### config.mk
export PLATFORM = sky130hd
export DESIGN_NAME = dsob_bank
export DESIGN_NICKNAME = d
export VERILOG_FILES = /design/src/shared/dsob_pkg.sv /design/src/dsob_bank.sv
export VERILOG_INCLUDE_DIRS = /design/src /design/src/shared
export SDC_FILE = /design/constraint.sdc
export NUM_CORES = 1
export LEC_CHECK = 0
export BUFFER_PORTS_ARGS = -buffer_cell sky130_fd_sc_hd__buf_2
export CAP_MARGIN = 20
export CELL_PAD_IN_SITES_DETAIL_PLACEMENT = 2
export CELL_PAD_IN_SITES_GLOBAL_PLACEMENT = 2
export CORE_UTILIZATION = 34
export DETAILED_ROUTE_END_ITERATION = 7
export PLACE_DENSITY = 0.79
export SLEW_MARGIN = 30
export SYNTH_ARGS = -nofsm -noshare
export SYNTH_HDL_FRONTEND = slang
export SYNTH_SLANG_ARGS = --single-unit
### constraint.sdc
create_clock -name clk_sys_in -period 5.7 [get_ports clk_sys_in]
set_clock_uncertainty 0.05 [all_clocks]
set_input_delay 0.57 -clock clk_sys_in [delete_from_list [all_inputs] [get_ports clk_sys_in]]
set_output_delay 0.57 -clock clk_sys_in [all_outputs]
set_load 0.02 [all_outputs]
### src/shared/dsob_defines.svh
// Register offsets, field positions, reset values and timing counts of the override bank
`ifndef DSOB_DEFINES_SVH
`define DSOB_DEFINES_SVH

`define DSOB_ADDR_W 8
`define DSOB_DATA_W 16

`define DSOB_OFS_SIGNAL 8'he0
`define DSOB_OFS_REGULATOR 8'he1
`define DSOB_OFS_CHARGER 8'he2
`define DSOB_OFS_MASTER 8'he8
`define DSOB_OFS_IRQ_STS 8'he9
`define DSOB_OFS_IRQ_MASK 8'hea

`define DSOB_RST_SIGNAL 16'h0000
`define DSOB_RST_REGULATOR 16'h0000
`define DSOB_RST_CHARGER 16'h0000
`define DSOB_RST_MASTER 16'h0000
`define DSOB_RST_IRQ 16'h0000

// Comparator fields that read back raw and may be forced; writable master and interrupt mask bits
`define DSOB_CMP_SIGNAL_MASK 16'h0c8f
`define DSOB_CMP_REGULATOR_MASK 16'h8f3f
`define DSOB_CMP_CHARGER_MASK 16'hc807
`define DSOB_MASTER_MASK 16'h0001
`define DSOB_IRQ_MASK_BITS 16'h000f

`define DSOB_BIT_LOOP_LOCK 9
`define DSOB_BIT_TICK 8
`define DSOB_BIT_ALARM 6
`define DSOB_BIT_MASTER 0

`define DSOB_EV_SIGNAL 0
`define DSOB_EV_REGULATOR 1
`define DSOB_EV_CHARGER 2
`define DSOB_EV_SM_CLEAR 3

`define DSOB_CLK_HZ 40000000
`define DSOB_TICK16K_HZ 16000
`define DSOB_TICK_DIV (`DSOB_CLK_HZ / `DSOB_TICK16K_HZ)
`define DSOB_TICK_CNT_W 12

`endif

### src/shared/dsob_pkg.sv
// Types shared by the override bank and its users
package dsob_pkg;

	// One raw or forced comparator set, one word per register
	typedef struct packed
	{
		logic [15:0] signal;
		logic [15:0] regulator;
		logic [15:0] charger;
	} dsob_cmp_t;

	typedef enum logic [1:0]
	{
		DSOB_EV_NONE = 2'h0,
		DSOB_EV_SEEN = 2'h1
	} dsob_ev_t;

endpackage : dsob_pkg

### src/dsob_bank.sv
// Debounce signal override and observation register bank
//
// Summary of operation
// (RULE_01) Reading a comparator field returns the present raw, undebounced signal.
// (RULE_02) With master force set, written comparator values feed the debouncer.
// (RULE_03) Bit 9 set forces the loop-locked indication active.
// (RULE_04) Bit 8 set replaces every debounce tick with a 16KHz tick.
// (RULE_05) Bit 6 set drives the wake alarm to one; clear passes it.
// (RULE_06) Regulator status fields clear on power state machine clear and reset.
// (RULE_07) With master force clear, raw signals feed the debouncer unchanged.
`timescale 1ns/100ps
`include "dsob_defines.svh"

module dsob_bank
	import dsob_pkg::*;
#(
	parameter int TICK_W = 4
)
(
	input wire logic clk_sys_in,
	input wire logic sys_rst_in,
	input wire logic [`DSOB_ADDR_W-1:0] addr_in,
	input wire logic [`DSOB_DATA_W-1:0] wr_data_in,
	input wire logic wr_en_in,
	input wire logic rd_en_in,
	output logic [`DSOB_DATA_W-1:0] rd_data_out,
	input wire dsob_cmp_t raw_cmp_in,
	input wire logic pwr_sm_clear_in,
	input wire logic loop_lock_raw_in,
	input wire logic wake_alarm_raw_in,
	input wire logic [TICK_W-1:0] deb_ticks_in,
	output dsob_cmp_t deb_cmp_out,
	output logic [TICK_W-1:0] deb_ticks_out,
	output logic loop_lock_out,
	output logic wake_alarm_out,
	output logic irq_out
);

	// ----------------------------------------
	// Helpers
	// ----------------------------------------

	// Forced bits where allowed, raw bits elsewhere
	function automatic logic [15:0] dsob_merge
	(
		input logic [15:0] forced,
		input logic [15:0] raw,
		input logic [15:0] mask,
		input logic sel
	);
		logic [15:0] res;
		res = raw;
		if (sel)
		begin
			res = (forced & mask) | (raw & ~mask);
		end
		return res;
	endfunction : dsob_merge

	// Comparator fields read raw, control bits read stored
	function automatic logic [15:0] dsob_readback
	(
		input logic [15:0] stored,
		input logic [15:0] raw,
		input logic [15:0] mask
	);
		return (raw & mask) | (stored & ~mask);
	endfunction : dsob_readback

	// Event if any comparator bit moved
	function automatic logic dsob_moved
	(
		input logic [15:0] now,
		input logic [15:0] prev,
		input logic [15:0] mask
	);
		return |((now ^ prev) & mask);
	endfunction : dsob_moved

	// ----------------------------------------
	// Decode
	// ----------------------------------------

	logic wr_signal;
	logic wr_regulator;
	logic wr_charger;
	logic wr_master;
	logic wr_irq_sts;
	logic wr_irq_mask;

	assign wr_signal = wr_en_in && (addr_in == `DSOB_OFS_SIGNAL);
	assign wr_regulator = wr_en_in && (addr_in == `DSOB_OFS_REGULATOR);
	assign wr_charger = wr_en_in && (addr_in == `DSOB_OFS_CHARGER);
	assign wr_master = wr_en_in && (addr_in == `DSOB_OFS_MASTER);
	assign wr_irq_sts = wr_en_in && (addr_in == `DSOB_OFS_IRQ_STS);
	assign wr_irq_mask = wr_en_in && (addr_in == `DSOB_OFS_IRQ_MASK);

	// ----------------------------------------
	// Stored force values
	// ----------------------------------------

	logic [15:0] signal_force_bits_reg;
	logic [15:0] regulator_state_readback_reg;
	logic [15:0] charger_comparator_force_reg;
	logic [15:0] master_ctrl_reg;
	logic master_comparator_force;

	always_ff @(posedge clk_sys_in)
	begin
		if (sys_rst_in)
		begin
			signal_force_bits_reg <= `DSOB_RST_SIGNAL;
		end
		else if (wr_signal)
		begin
			signal_force_bits_reg <= wr_data_in;
		end
	end

	// Power state machine clear outranks a software write in the same cycle
	always_ff @(posedge clk_sys_in)
	begin
		if (sys_rst_in)
		begin
			regulator_state_readback_reg <= `DSOB_RST_REGULATOR; // see RULE_06
		end
		else if (pwr_sm_clear_in)
		begin
			regulator_state_readback_reg <= `DSOB_RST_REGULATOR; // see RULE_06
		end
		else if (wr_regulator)
		begin
			regulator_state_readback_reg <= wr_data_in & `DSOB_CMP_REGULATOR_MASK;
		end
	end

	always_ff @(posedge clk_sys_in)
	begin
		if (sys_rst_in)
		begin
			charger_comparator_force_reg <= `DSOB_RST_CHARGER;
		end
		else if (wr_charger)
		begin
			charger_comparator_force_reg <= wr_data_in & `DSOB_CMP_CHARGER_MASK;
		end
	end

	always_ff @(posedge clk_sys_in)
	begin
		if (sys_rst_in)
		begin
			master_ctrl_reg <= `DSOB_RST_MASTER;
		end
		else if (wr_master)
		begin
			master_ctrl_reg <= wr_data_in & `DSOB_MASTER_MASK;
		end
	end

	assign master_comparator_force = master_ctrl_reg[`DSOB_BIT_MASTER];

	// ----------------------------------------
	// Debounce inputs
	// ----------------------------------------

	// Registered so the debouncer never sees a glitch from the mux
	always_ff @(posedge clk_sys_in)
	begin
		if (sys_rst_in)
		begin
			deb_cmp_out <= '0;
		end
		else
		begin
			deb_cmp_out.signal <= dsob_merge(signal_force_bits_reg, raw_cmp_in.signal,
				`DSOB_CMP_SIGNAL_MASK, master_comparator_force); // see RULE_02 see RULE_07
			deb_cmp_out.regulator <= dsob_merge(regulator_state_readback_reg,
				raw_cmp_in.regulator, `DSOB_CMP_REGULATOR_MASK,
				master_comparator_force); // see RULE_02 see RULE_07
			deb_cmp_out.charger <= dsob_merge(charger_comparator_force_reg,
				raw_cmp_in.charger, `DSOB_CMP_CHARGER_MASK,
				master_comparator_force); // see RULE_02 see RULE_07
		end
	end

	// ----------------------------------------
	// Loop lock and wake alarm
	// ----------------------------------------

	// These forces do not depend on the master force bit
	always_ff @(posedge clk_sys_in)
	begin
		if (sys_rst_in)
		begin
			loop_lock_out <= 1'b0;
		end
		else
		begin
			loop_lock_out <= loop_lock_raw_in
				| signal_force_bits_reg[`DSOB_BIT_LOOP_LOCK]; // see RULE_03
		end
	end

	always_ff @(posedge clk_sys_in)
	begin
		if (sys_rst_in)
		begin
			wake_alarm_out <= 1'b0;
		end
		else
		begin
			wake_alarm_out <= wake_alarm_raw_in
				| signal_force_bits_reg[`DSOB_BIT_ALARM]; // see RULE_05
		end
	end

	// ----------------------------------------
	// Debounce ticks
	// ----------------------------------------

	localparam logic [`DSOB_TICK_CNT_W-1:0] TICK_LAST =
		`DSOB_TICK_CNT_W'(`DSOB_TICK_DIV - 1);

	logic [`DSOB_TICK_CNT_W-1:0] tick_cnt_reg;
	logic tick16k;

	// Divider free-runs so the forced tick rate is exact from the first period
	always_ff @(posedge clk_sys_in)
	begin
		if (sys_rst_in)
		begin
			tick_cnt_reg <= '0;
		end
		else if (tick_cnt_reg == TICK_LAST)
		begin
			tick_cnt_reg <= '0;
		end
		else
		begin
			tick_cnt_reg <= tick_cnt_reg + 1'b1;
		end
	end

	assign tick16k = (tick_cnt_reg == TICK_LAST);

	always_ff @(posedge clk_sys_in)
	begin
		if (sys_rst_in)
		begin
			deb_ticks_out <= '0;
		end
		else if (signal_force_bits_reg[`DSOB_BIT_TICK])
		begin
			deb_ticks_out <= {TICK_W{tick16k}}; // see RULE_04
		end
		else
		begin
			deb_ticks_out <= deb_ticks_in;
		end
	end

	// ----------------------------------------
	// Interrupts
	// ----------------------------------------

	dsob_cmp_t raw_prev_reg;
	logic [15:0] irq_sts_reg;
	logic [15:0] irq_mask_reg;
	logic [15:0] irq_events;

	always_ff @(posedge clk_sys_in)
	begin
		if (sys_rst_in)
		begin
			raw_prev_reg <= '0;
		end
		else
		begin
			raw_prev_reg <= raw_cmp_in;
		end
	end

	always_comb
	begin
		irq_events = '0;
		irq_events[`DSOB_EV_SIGNAL] = dsob_moved(raw_cmp_in.signal,
			raw_prev_reg.signal, `DSOB_CMP_SIGNAL_MASK);
		irq_events[`DSOB_EV_REGULATOR] = dsob_moved(raw_cmp_in.regulator,
			raw_prev_reg.regulator, `DSOB_CMP_REGULATOR_MASK);
		irq_events[`DSOB_EV_CHARGER] = dsob_moved(raw_cmp_in.charger,
			raw_prev_reg.charger, `DSOB_CMP_CHARGER_MASK);
		irq_events[`DSOB_EV_SM_CLEAR] = pwr_sm_clear_in;
	end

	// Set wins over a write-one-to-clear in the same cycle
	always_ff @(posedge clk_sys_in)
	begin
		if (sys_rst_in)
		begin
			irq_sts_reg <= `DSOB_RST_IRQ;
		end
		else if (wr_irq_sts)
		begin
			irq_sts_reg <= (irq_sts_reg & ~wr_data_in) | irq_events;
		end
		else
		begin
			irq_sts_reg <= irq_sts_reg | irq_events;
		end
	end

	always_ff @(posedge clk_sys_in)
	begin
		if (sys_rst_in)
		begin
			irq_mask_reg <= `DSOB_RST_IRQ;
		end
		else if (wr_irq_mask)
		begin
			irq_mask_reg <= wr_data_in & `DSOB_IRQ_MASK_BITS;
		end
	end

	assign irq_out = |(irq_sts_reg & irq_mask_reg);

	// ----------------------------------------
	// Read port
	// ----------------------------------------

	logic [15:0] rd_value;

	always_comb
	begin
		case (addr_in)
			`DSOB_OFS_SIGNAL:
			begin
				rd_value = dsob_readback(signal_force_bits_reg, raw_cmp_in.signal,
					`DSOB_CMP_SIGNAL_MASK); // see RULE_01
			end
			`DSOB_OFS_REGULATOR:
			begin
				rd_value = dsob_readback(regulator_state_readback_reg,
					raw_cmp_in.regulator, `DSOB_CMP_REGULATOR_MASK); // see RULE_01
			end
			`DSOB_OFS_CHARGER:
			begin
				rd_value = dsob_readback(charger_comparator_force_reg,
					raw_cmp_in.charger, `DSOB_CMP_CHARGER_MASK); // see RULE_01
			end
			`DSOB_OFS_MASTER:
			begin
				rd_value = master_ctrl_reg;
			end
			`DSOB_OFS_IRQ_STS:
			begin
				rd_value = irq_sts_reg;
			end
			`DSOB_OFS_IRQ_MASK:
			begin
				rd_value = irq_mask_reg;
			end
			default:
			begin
				rd_value = 16'h0000;
			end
		endcase
	end

	// Data stand only in the cycle after the strobe
	always_ff @(posedge clk_sys_in)
	begin
		if (sys_rst_in)
		begin
			rd_data_out <= '0;
		end
		else if (rd_en_in)
		begin
			rd_data_out <= rd_value;
		end
		else
		begin
			rd_data_out <= '0;
		end
	end

endmodule : dsob_bank

After elaboration in Yosys (flattened, before gate mapping)
Cells that the tools add are included.
Widths: inputs -> output; s select.
{"block": "classes", "reduce_logical": 13, "n_bitwise": 15, "eq_ne": 7, "mux": 6, "add_sub_neg": 1}
{"cell": "$pmux 16 s6", "count": 1}
{"cell": "$mux 16", "count": 4}
{"cell": "$eq 8x8->1 const B", "count": 6}
{"cell": "$or 12x16->16", "count": 2}
{"cell": "$or 16x4->16", "count": 2}
{"cell": "$xor 16x16->16", "count": 2}
{"cell": "$and 16x16->16", "count": 1}
{"cell": "$and 16x4->16", "count": 1}
{"cell": "$not 16->16", "count": 1}
{"cell": "$or 16x14->16", "count": 1}
{"cell": "$or 16x15->16", "count": 1}
{"cell": "$reduce_or 16->1", "count": 1}
{"cell": "$add 12x1->12 const B", "count": 1}
{"cell": "$eq 12x12->1 const B", "count": 1}
{"cell": "$xor 12x12->12", "count": 1}
{"cell": "$reduce_or 11->1", "count": 1}
{"cell": "$reduce_or 7->1", "count": 1}
{"cell": "$logic_and 1x1->1", "count": 6}
{"cell": "$reduce_or 2->1", "count": 3}
{"cell": "$reduce_or 6->1", "count": 1}
{"cell": "$mux 4", "count": 1}
{"cell": "$or 1x1->1", "count": 2}
{"cell": "$not 1->1", "count": 1}
{"block": "totals", "input_bits": 83, "elab_cells": 59, "register_bits": 180}

Depth between registers and ports, before layout
{"block": "depth", "ltp_word": 4, "mapped_depth": 7, "ltp_nobuf": 5}

Least setup slack after synthesis
Ideal clock, no wire load.
{"block": "synth_timing", "path_kind": "in2reg", "start": "in addr_in[1]", "end": "reg signal_force_bits_reg[10]", "setup_ps": 128, "arrival_ps": 2163, "cell_stages": 7, "t_required_ps": 5522, "setup_slack_ps": 3360, "cell_sequence": "buf_6 or4b_4 or4_4 buf_6 buf_6 mux2i_1 nor2_1"}
{"block": "synth_via", "elab_chain_len": 2}
{"item": "start: declaration", "line": "dsob_bank.sv:22", "source": "input wire logic [`DSOB_ADDR_W-1:0] addr_in,"}
{"item": "$eq 8x8->1"}
{"item": "$logic_and 1x1->1", "line": "dsob_bank.sv:91", "source": "assign wr_signal = wr_en_in && (addr_in == `DSOB_OFS_SIGNAL);"}
{"item": "end signal: assignment", "line": "dsob_bank.sv:112", "source": "signal_force_bits_reg <= `DSOB_RST_SIGNAL;"}
{"item": "end signal: assignment", "line": "dsob_bank.sv:116", "source": "signal_force_bits_reg <= wr_data_in;"}
{"item": "end: declaration", "line": "dsob_bank.sv:102", "source": "logic [15:0] signal_force_bits_reg;"}
No other way between the ends.
A chain may end at the register's enable or synchronous reset.

Worst setup path after layout
{"block": "layout_timing", "start": "in addr_in[4]", "end": "reg rd_data_out[2]"}
{"block": "layout_via", "elab_chain_len": 2, "elab_cells_between_ends": 7, "cone_classes": "6 x eq/ne; 1 x mux"}
{"item": "$eq 8x8->1", "line": "dsob_bank.sv:335", "source": "case (addr_in)"}
{"item": "$pmux 16 s6 *", "line": "dsob_bank.sv:335"}
{"item": "end signal: assignment", "line": "dsob_bank.sv:379", "source": "rd_data_out <= rd_value;"}
{"item": "end: declaration", "line": "dsob_bank.sv:26", "source": "output logic [`DSOB_DATA_W-1:0] rd_data_out,"}
Mark *: on every way between the ends. The rest lies on a longest branch, timed or not.

==> results.md <==
* Status: finished clean
* Synth top area cells: sky130_fd_sc_hd__dfxtp_1, sky130_fd_sc_hd__mux2i_1, sky130_fd_sc_hd__nor2b_1
* Maximum vdd drop at 204 µV
* Die width at 135 µm
* Minimum setup slack in the final design at 3.35 ns
* Worst hold path class: input pin to flop
* Place WS at 2.90 ns
* Post-route minimum period at 2.35 ns
* Final setup violation count at 0
* Net switching fraction of the power at 23.3%
* Detailed-route wire length at 18.8 mm
* Ys flop type: sky130_fd_sc_hd__dfxtp_1
* Reg-to-reg slack, setup at 3.44 ns
* Root cell of the clock tree: sky130_fd_sc_hd__clkbuf_16
* Global-route wire length before repair at 29.0 mm
* Source-to-sink clock delay at the later pin of the worst-skew pair at 0.43 ns
* Rows at 48
* Clock slew at the register clock pins of the worst setup and hold paths at 0.06 ns
* Pin slew with the least headroom to its limit at 0.987 ns
* Post-Synthesis Net Count at 695
* H-Tree Depth at 4
* Vias in the first global route at 5318
* Leakage power figure at 0.00312 µW
* Drt drc at 0
* Endpoints failing hold at 0
* Post-synthesis compound-gate area fraction at 6.77%
* Hold buffers post-CTS at 0
* Count of unique library cells instantiated by Yosys at 47
* Yosys reg bits at 160
* Fraction of the core area covered by cells at the end of the flow at 43.0%
* Vertical extent of the die at 135 µm
* Cells on Worst Hold Path at 2
* Post-detailed-placement half-perimeter wirelength at 13.3 mm
* Part of the total power dissipated in sequential elements at 45.6%
* Number of vias in the routed layout at 4852
* Clock tree buffer depth at 2
* Adder and majority gate portion of the synthesized area at 0.207%
* Relative contribution of the clock network to total power at 46.8%
* Maximum achievable frequency at 0.425 GHz
* Reg2reg start: master_ctrl_reg[0]
* Total standard cell area after synthesis at 6040 µm²
* Largest net degree at the start of global routing at 75
* Die ar. at 18300 µm²
* Global router's overall resource usage at 21.2%
* CTS tree: built
* Library cell occupying the most area in the post-synthesis netlist: sky130_fd_sc_hd__dfxtp_1
* Worst r2r path cells at 5
* Simple-gate share of the synthesized area at 19.8%
* Total global routing overflow at 0
* Setup Total Neg Slack at 0 ns
* Number of antenna violations at the first check in global routing at 0
* Port bufs at 153
* Num Clock Sinks at 160
* Synthesized area per cell at 9.89 µm²
* WP data arrival at 2.62 ns
* Category of the most critical setup path: input pin to flop
* Maximum net fanout on the critical path at 15
* Endpoint of the worst-slack reg-to-reg timing path: rd_data_out[0]
* Max-slew violation count at 0
* Routability cong. at 0.814
* Total I/O pin count at 154
* Post-route worst hold slack at 0.274 ns
* Endpoint type of the worst setup path: flop
* Fraction of synthesized area in multiplexers at 10.0%
* Average routed wire per standard cell at 19.3 µm
* Worst max-slew margin expressed relative to the limit at 34.0%
* Finished layout cell area at 7460 µm²
* Logic pwr share at 7.6%
* Power per Cell Area at 343 nW/µm²
* Unrepaired setup endpoints after global routing: false
* Launch point of the worst hold path: wr_data_in[13]
* List of most frequent post-synthesis cells: sky130_fd_sc_hd__dfxtp_1, sky130_fd_sc_hd__nor2_1, sky130_fd_sc_hd__mux2i_1
* # fillers at 1876
* Max cap viols at 0
* Starting DRT DRC Count at 203
* # Post-CTS Setup Buffers at 0
* Core area at 17400 µm²
* Length of the first detailed-routing pass in iterations at 6
* Number of clock buffers inserted by TritonCTS at 17
* Gate Count Post-Synth at 611
* Ratio of cells with drive above 1 in the final layout at 27.2%
* Diode insertion count for antenna repair at 0
* Type of element launching the critical path: input pin
* Resize count post-CTS at 0
* Vias per cell at 4.99
* Dominant combinational cell family by area after synthesis: simple AND/OR/NAND/NOR gates
* Final cycle utilization of the critical path at 41.3%
* Number of flops mapped to enable cells by yosys at 0
* Cell-internal power at 1960 µW
* Fraction of synthesized cell area taken by the top area cell type at 53.0%
* Synthesis Warnings at 0
* Antenna Nets Post-Route at 0
* Largest register FFs at 48
* Initial core utilization at 34.8%
* Proportion of synthesized chip area in sequential cells at 53.0%
* Share of flip-flops with an asynchronous set or reset at 0%
* Area added between synthesis and finish at 23.5%
* Net switching component of the power at 595 µW
* Hold EP: irq_sts_reg[13]
* Required time reported for the critical path endpoint at 5.97 ns
* Cell area after placement at 6840 µm²
* Worst setup path startpoint: addr_in[4]
* Number of nets at the end of the flow at 818
* Most frequent cell after synthesis: sky130_fd_sc_hd__dfxtp_1
* Post-Synth XOR/XNOR Area at 4.78%
[layout by cell type, fill, tap and decap left out, types with 2 or more instances in the layout]
cell and n:
sky130_fd_sc_hd__xnor2_1 28, sky130_fd_sc_hd__clkbuf_16 17, sky130_fd_sc_hd__dfxtp_1 160, sky130_fd_sc_hd__a311oi_1 4, sky130_fd_sc_hd__o21a_1 2, sky130_fd_sc_hd__clkbuf_8 4
sky130_fd_sc_hd__xor2_1 5, sky130_fd_sc_hd__bufinv_16 3, sky130_fd_sc_hd__nor4b_2 2, sky130_fd_sc_hd__nor4bb_1 3, sky130_fd_sc_hd__a32oi_1 5, sky130_fd_sc_hd__nor2_1 83
sky130_fd_sc_hd__nand2b_1 6, sky130_fd_sc_hd__or4_1 2, sky130_fd_sc_hd__buf_4 6, sky130_fd_sc_hd__nor4b_1 2, sky130_fd_sc_hd__buf_2 152, sky130_fd_sc_hd__nand2_1 37
sky130_fd_sc_hd__nand4_1 9, sky130_fd_sc_hd__and3_1 2, sky130_fd_sc_hd__clkinv_2 3, sky130_fd_sc_hd__nand3_1 21, sky130_fd_sc_hd__nor3_1 5, sky130_fd_sc_hd__a22o_1 3
sky130_fd_sc_hd__o21ai_0 3, sky130_fd_sc_hd__mux2i_1 55, sky130_fd_sc_hd__nor2b_1 50, sky130_fd_sc_hd__clkbuf_1 2, sky130_fd_sc_hd__clkinv_4 2, sky130_fd_sc_hd__a22oi_1 9
sky130_fd_sc_hd__inv_1 6, sky130_fd_sc_hd__a21oi_1 32, sky130_fd_sc_hd__mux2_2 5
[cell type report]
cell class              count  area [µm²]  area share, %
clock buffers              23         488           6.54
clock inverters             9         130           1.74
multi-input cells         391        2530           33.9
flip-flops and latches    160        3200           42.9
repair buffers            158         806           10.8
well taps                 225         282           3.77
inverters                   6        22.5          0.302
[stage by stage]
stage	total power, µW	cells
2_1_floorplan	1300	611
3_3_place_gp	1380	940
3_5_place_dp	1390	940
4_1_cts	2580	972
5_1_grt	2640	972
6_report	2560	972
[cell families after synthesis]
| logic type | after synthesis |
|---|---|
| flip-flops | 160 |
| AO/OA/AOI/OAI | 63 |
| multiplexers | 60 |
| XOR/XNOR | 33 |
| AND/OR/NAND/NOR | 234 |
| buffers and inverters | 60 |
| adder cells (fa/ha/maj) | 1 |
[layer usage]
metal | track usage (%) | vias up | share of wire (%)
met5 | 0 | - | 0
met4 | 8.11 | 0 | 2.1
met3 | 4.68 | 28 | 5.1
met2 | 37.8 | 146 | 51
met1 | 24.6 | 2391 | 42
li1 | - | 2287 | -
[power groups by stage]
stage / Clock (µW) / Combinational, µW / Sequential [µW]
final: 1200 / 195 / 1160
after global routing: 1260 / 212 / 1170
after CTS: 1220 / 198 / 1170
after detailed placement: 0 / 196 / 1190
after global placement: 0 / 189 / 1190
after floorplan: 0 / 99.6 / 1200
[worst max-delay path by stage]
| stage | to | depth (start not counted) |
|---|---|---|
| after floorplan | signal_force_bits_reg[10] | 7 |
| after global placement | rd_data_out[2] | 5 |
| after detailed placement | rd_data_out[2] | 5 |
| after CTS | rd_data_out[2] | 5 |
| after global routing | rd_data_out[2] | 5 |
| final | rd_data_out[2] | 5 |
[critical path: stages]
cell and delay (ns):
sky130_fd_sc_hd__buf_2 0.11, sky130_fd_sc_hd__or3b_2 0.54, sky130_fd_sc_hd__nor2_1 0.22, sky130_fd_sc_hd__nand4_1 0.71, sky130_fd_sc_hd__a311oi_1 0.46
Note: power is estimated with default switching activity, not from simulation.
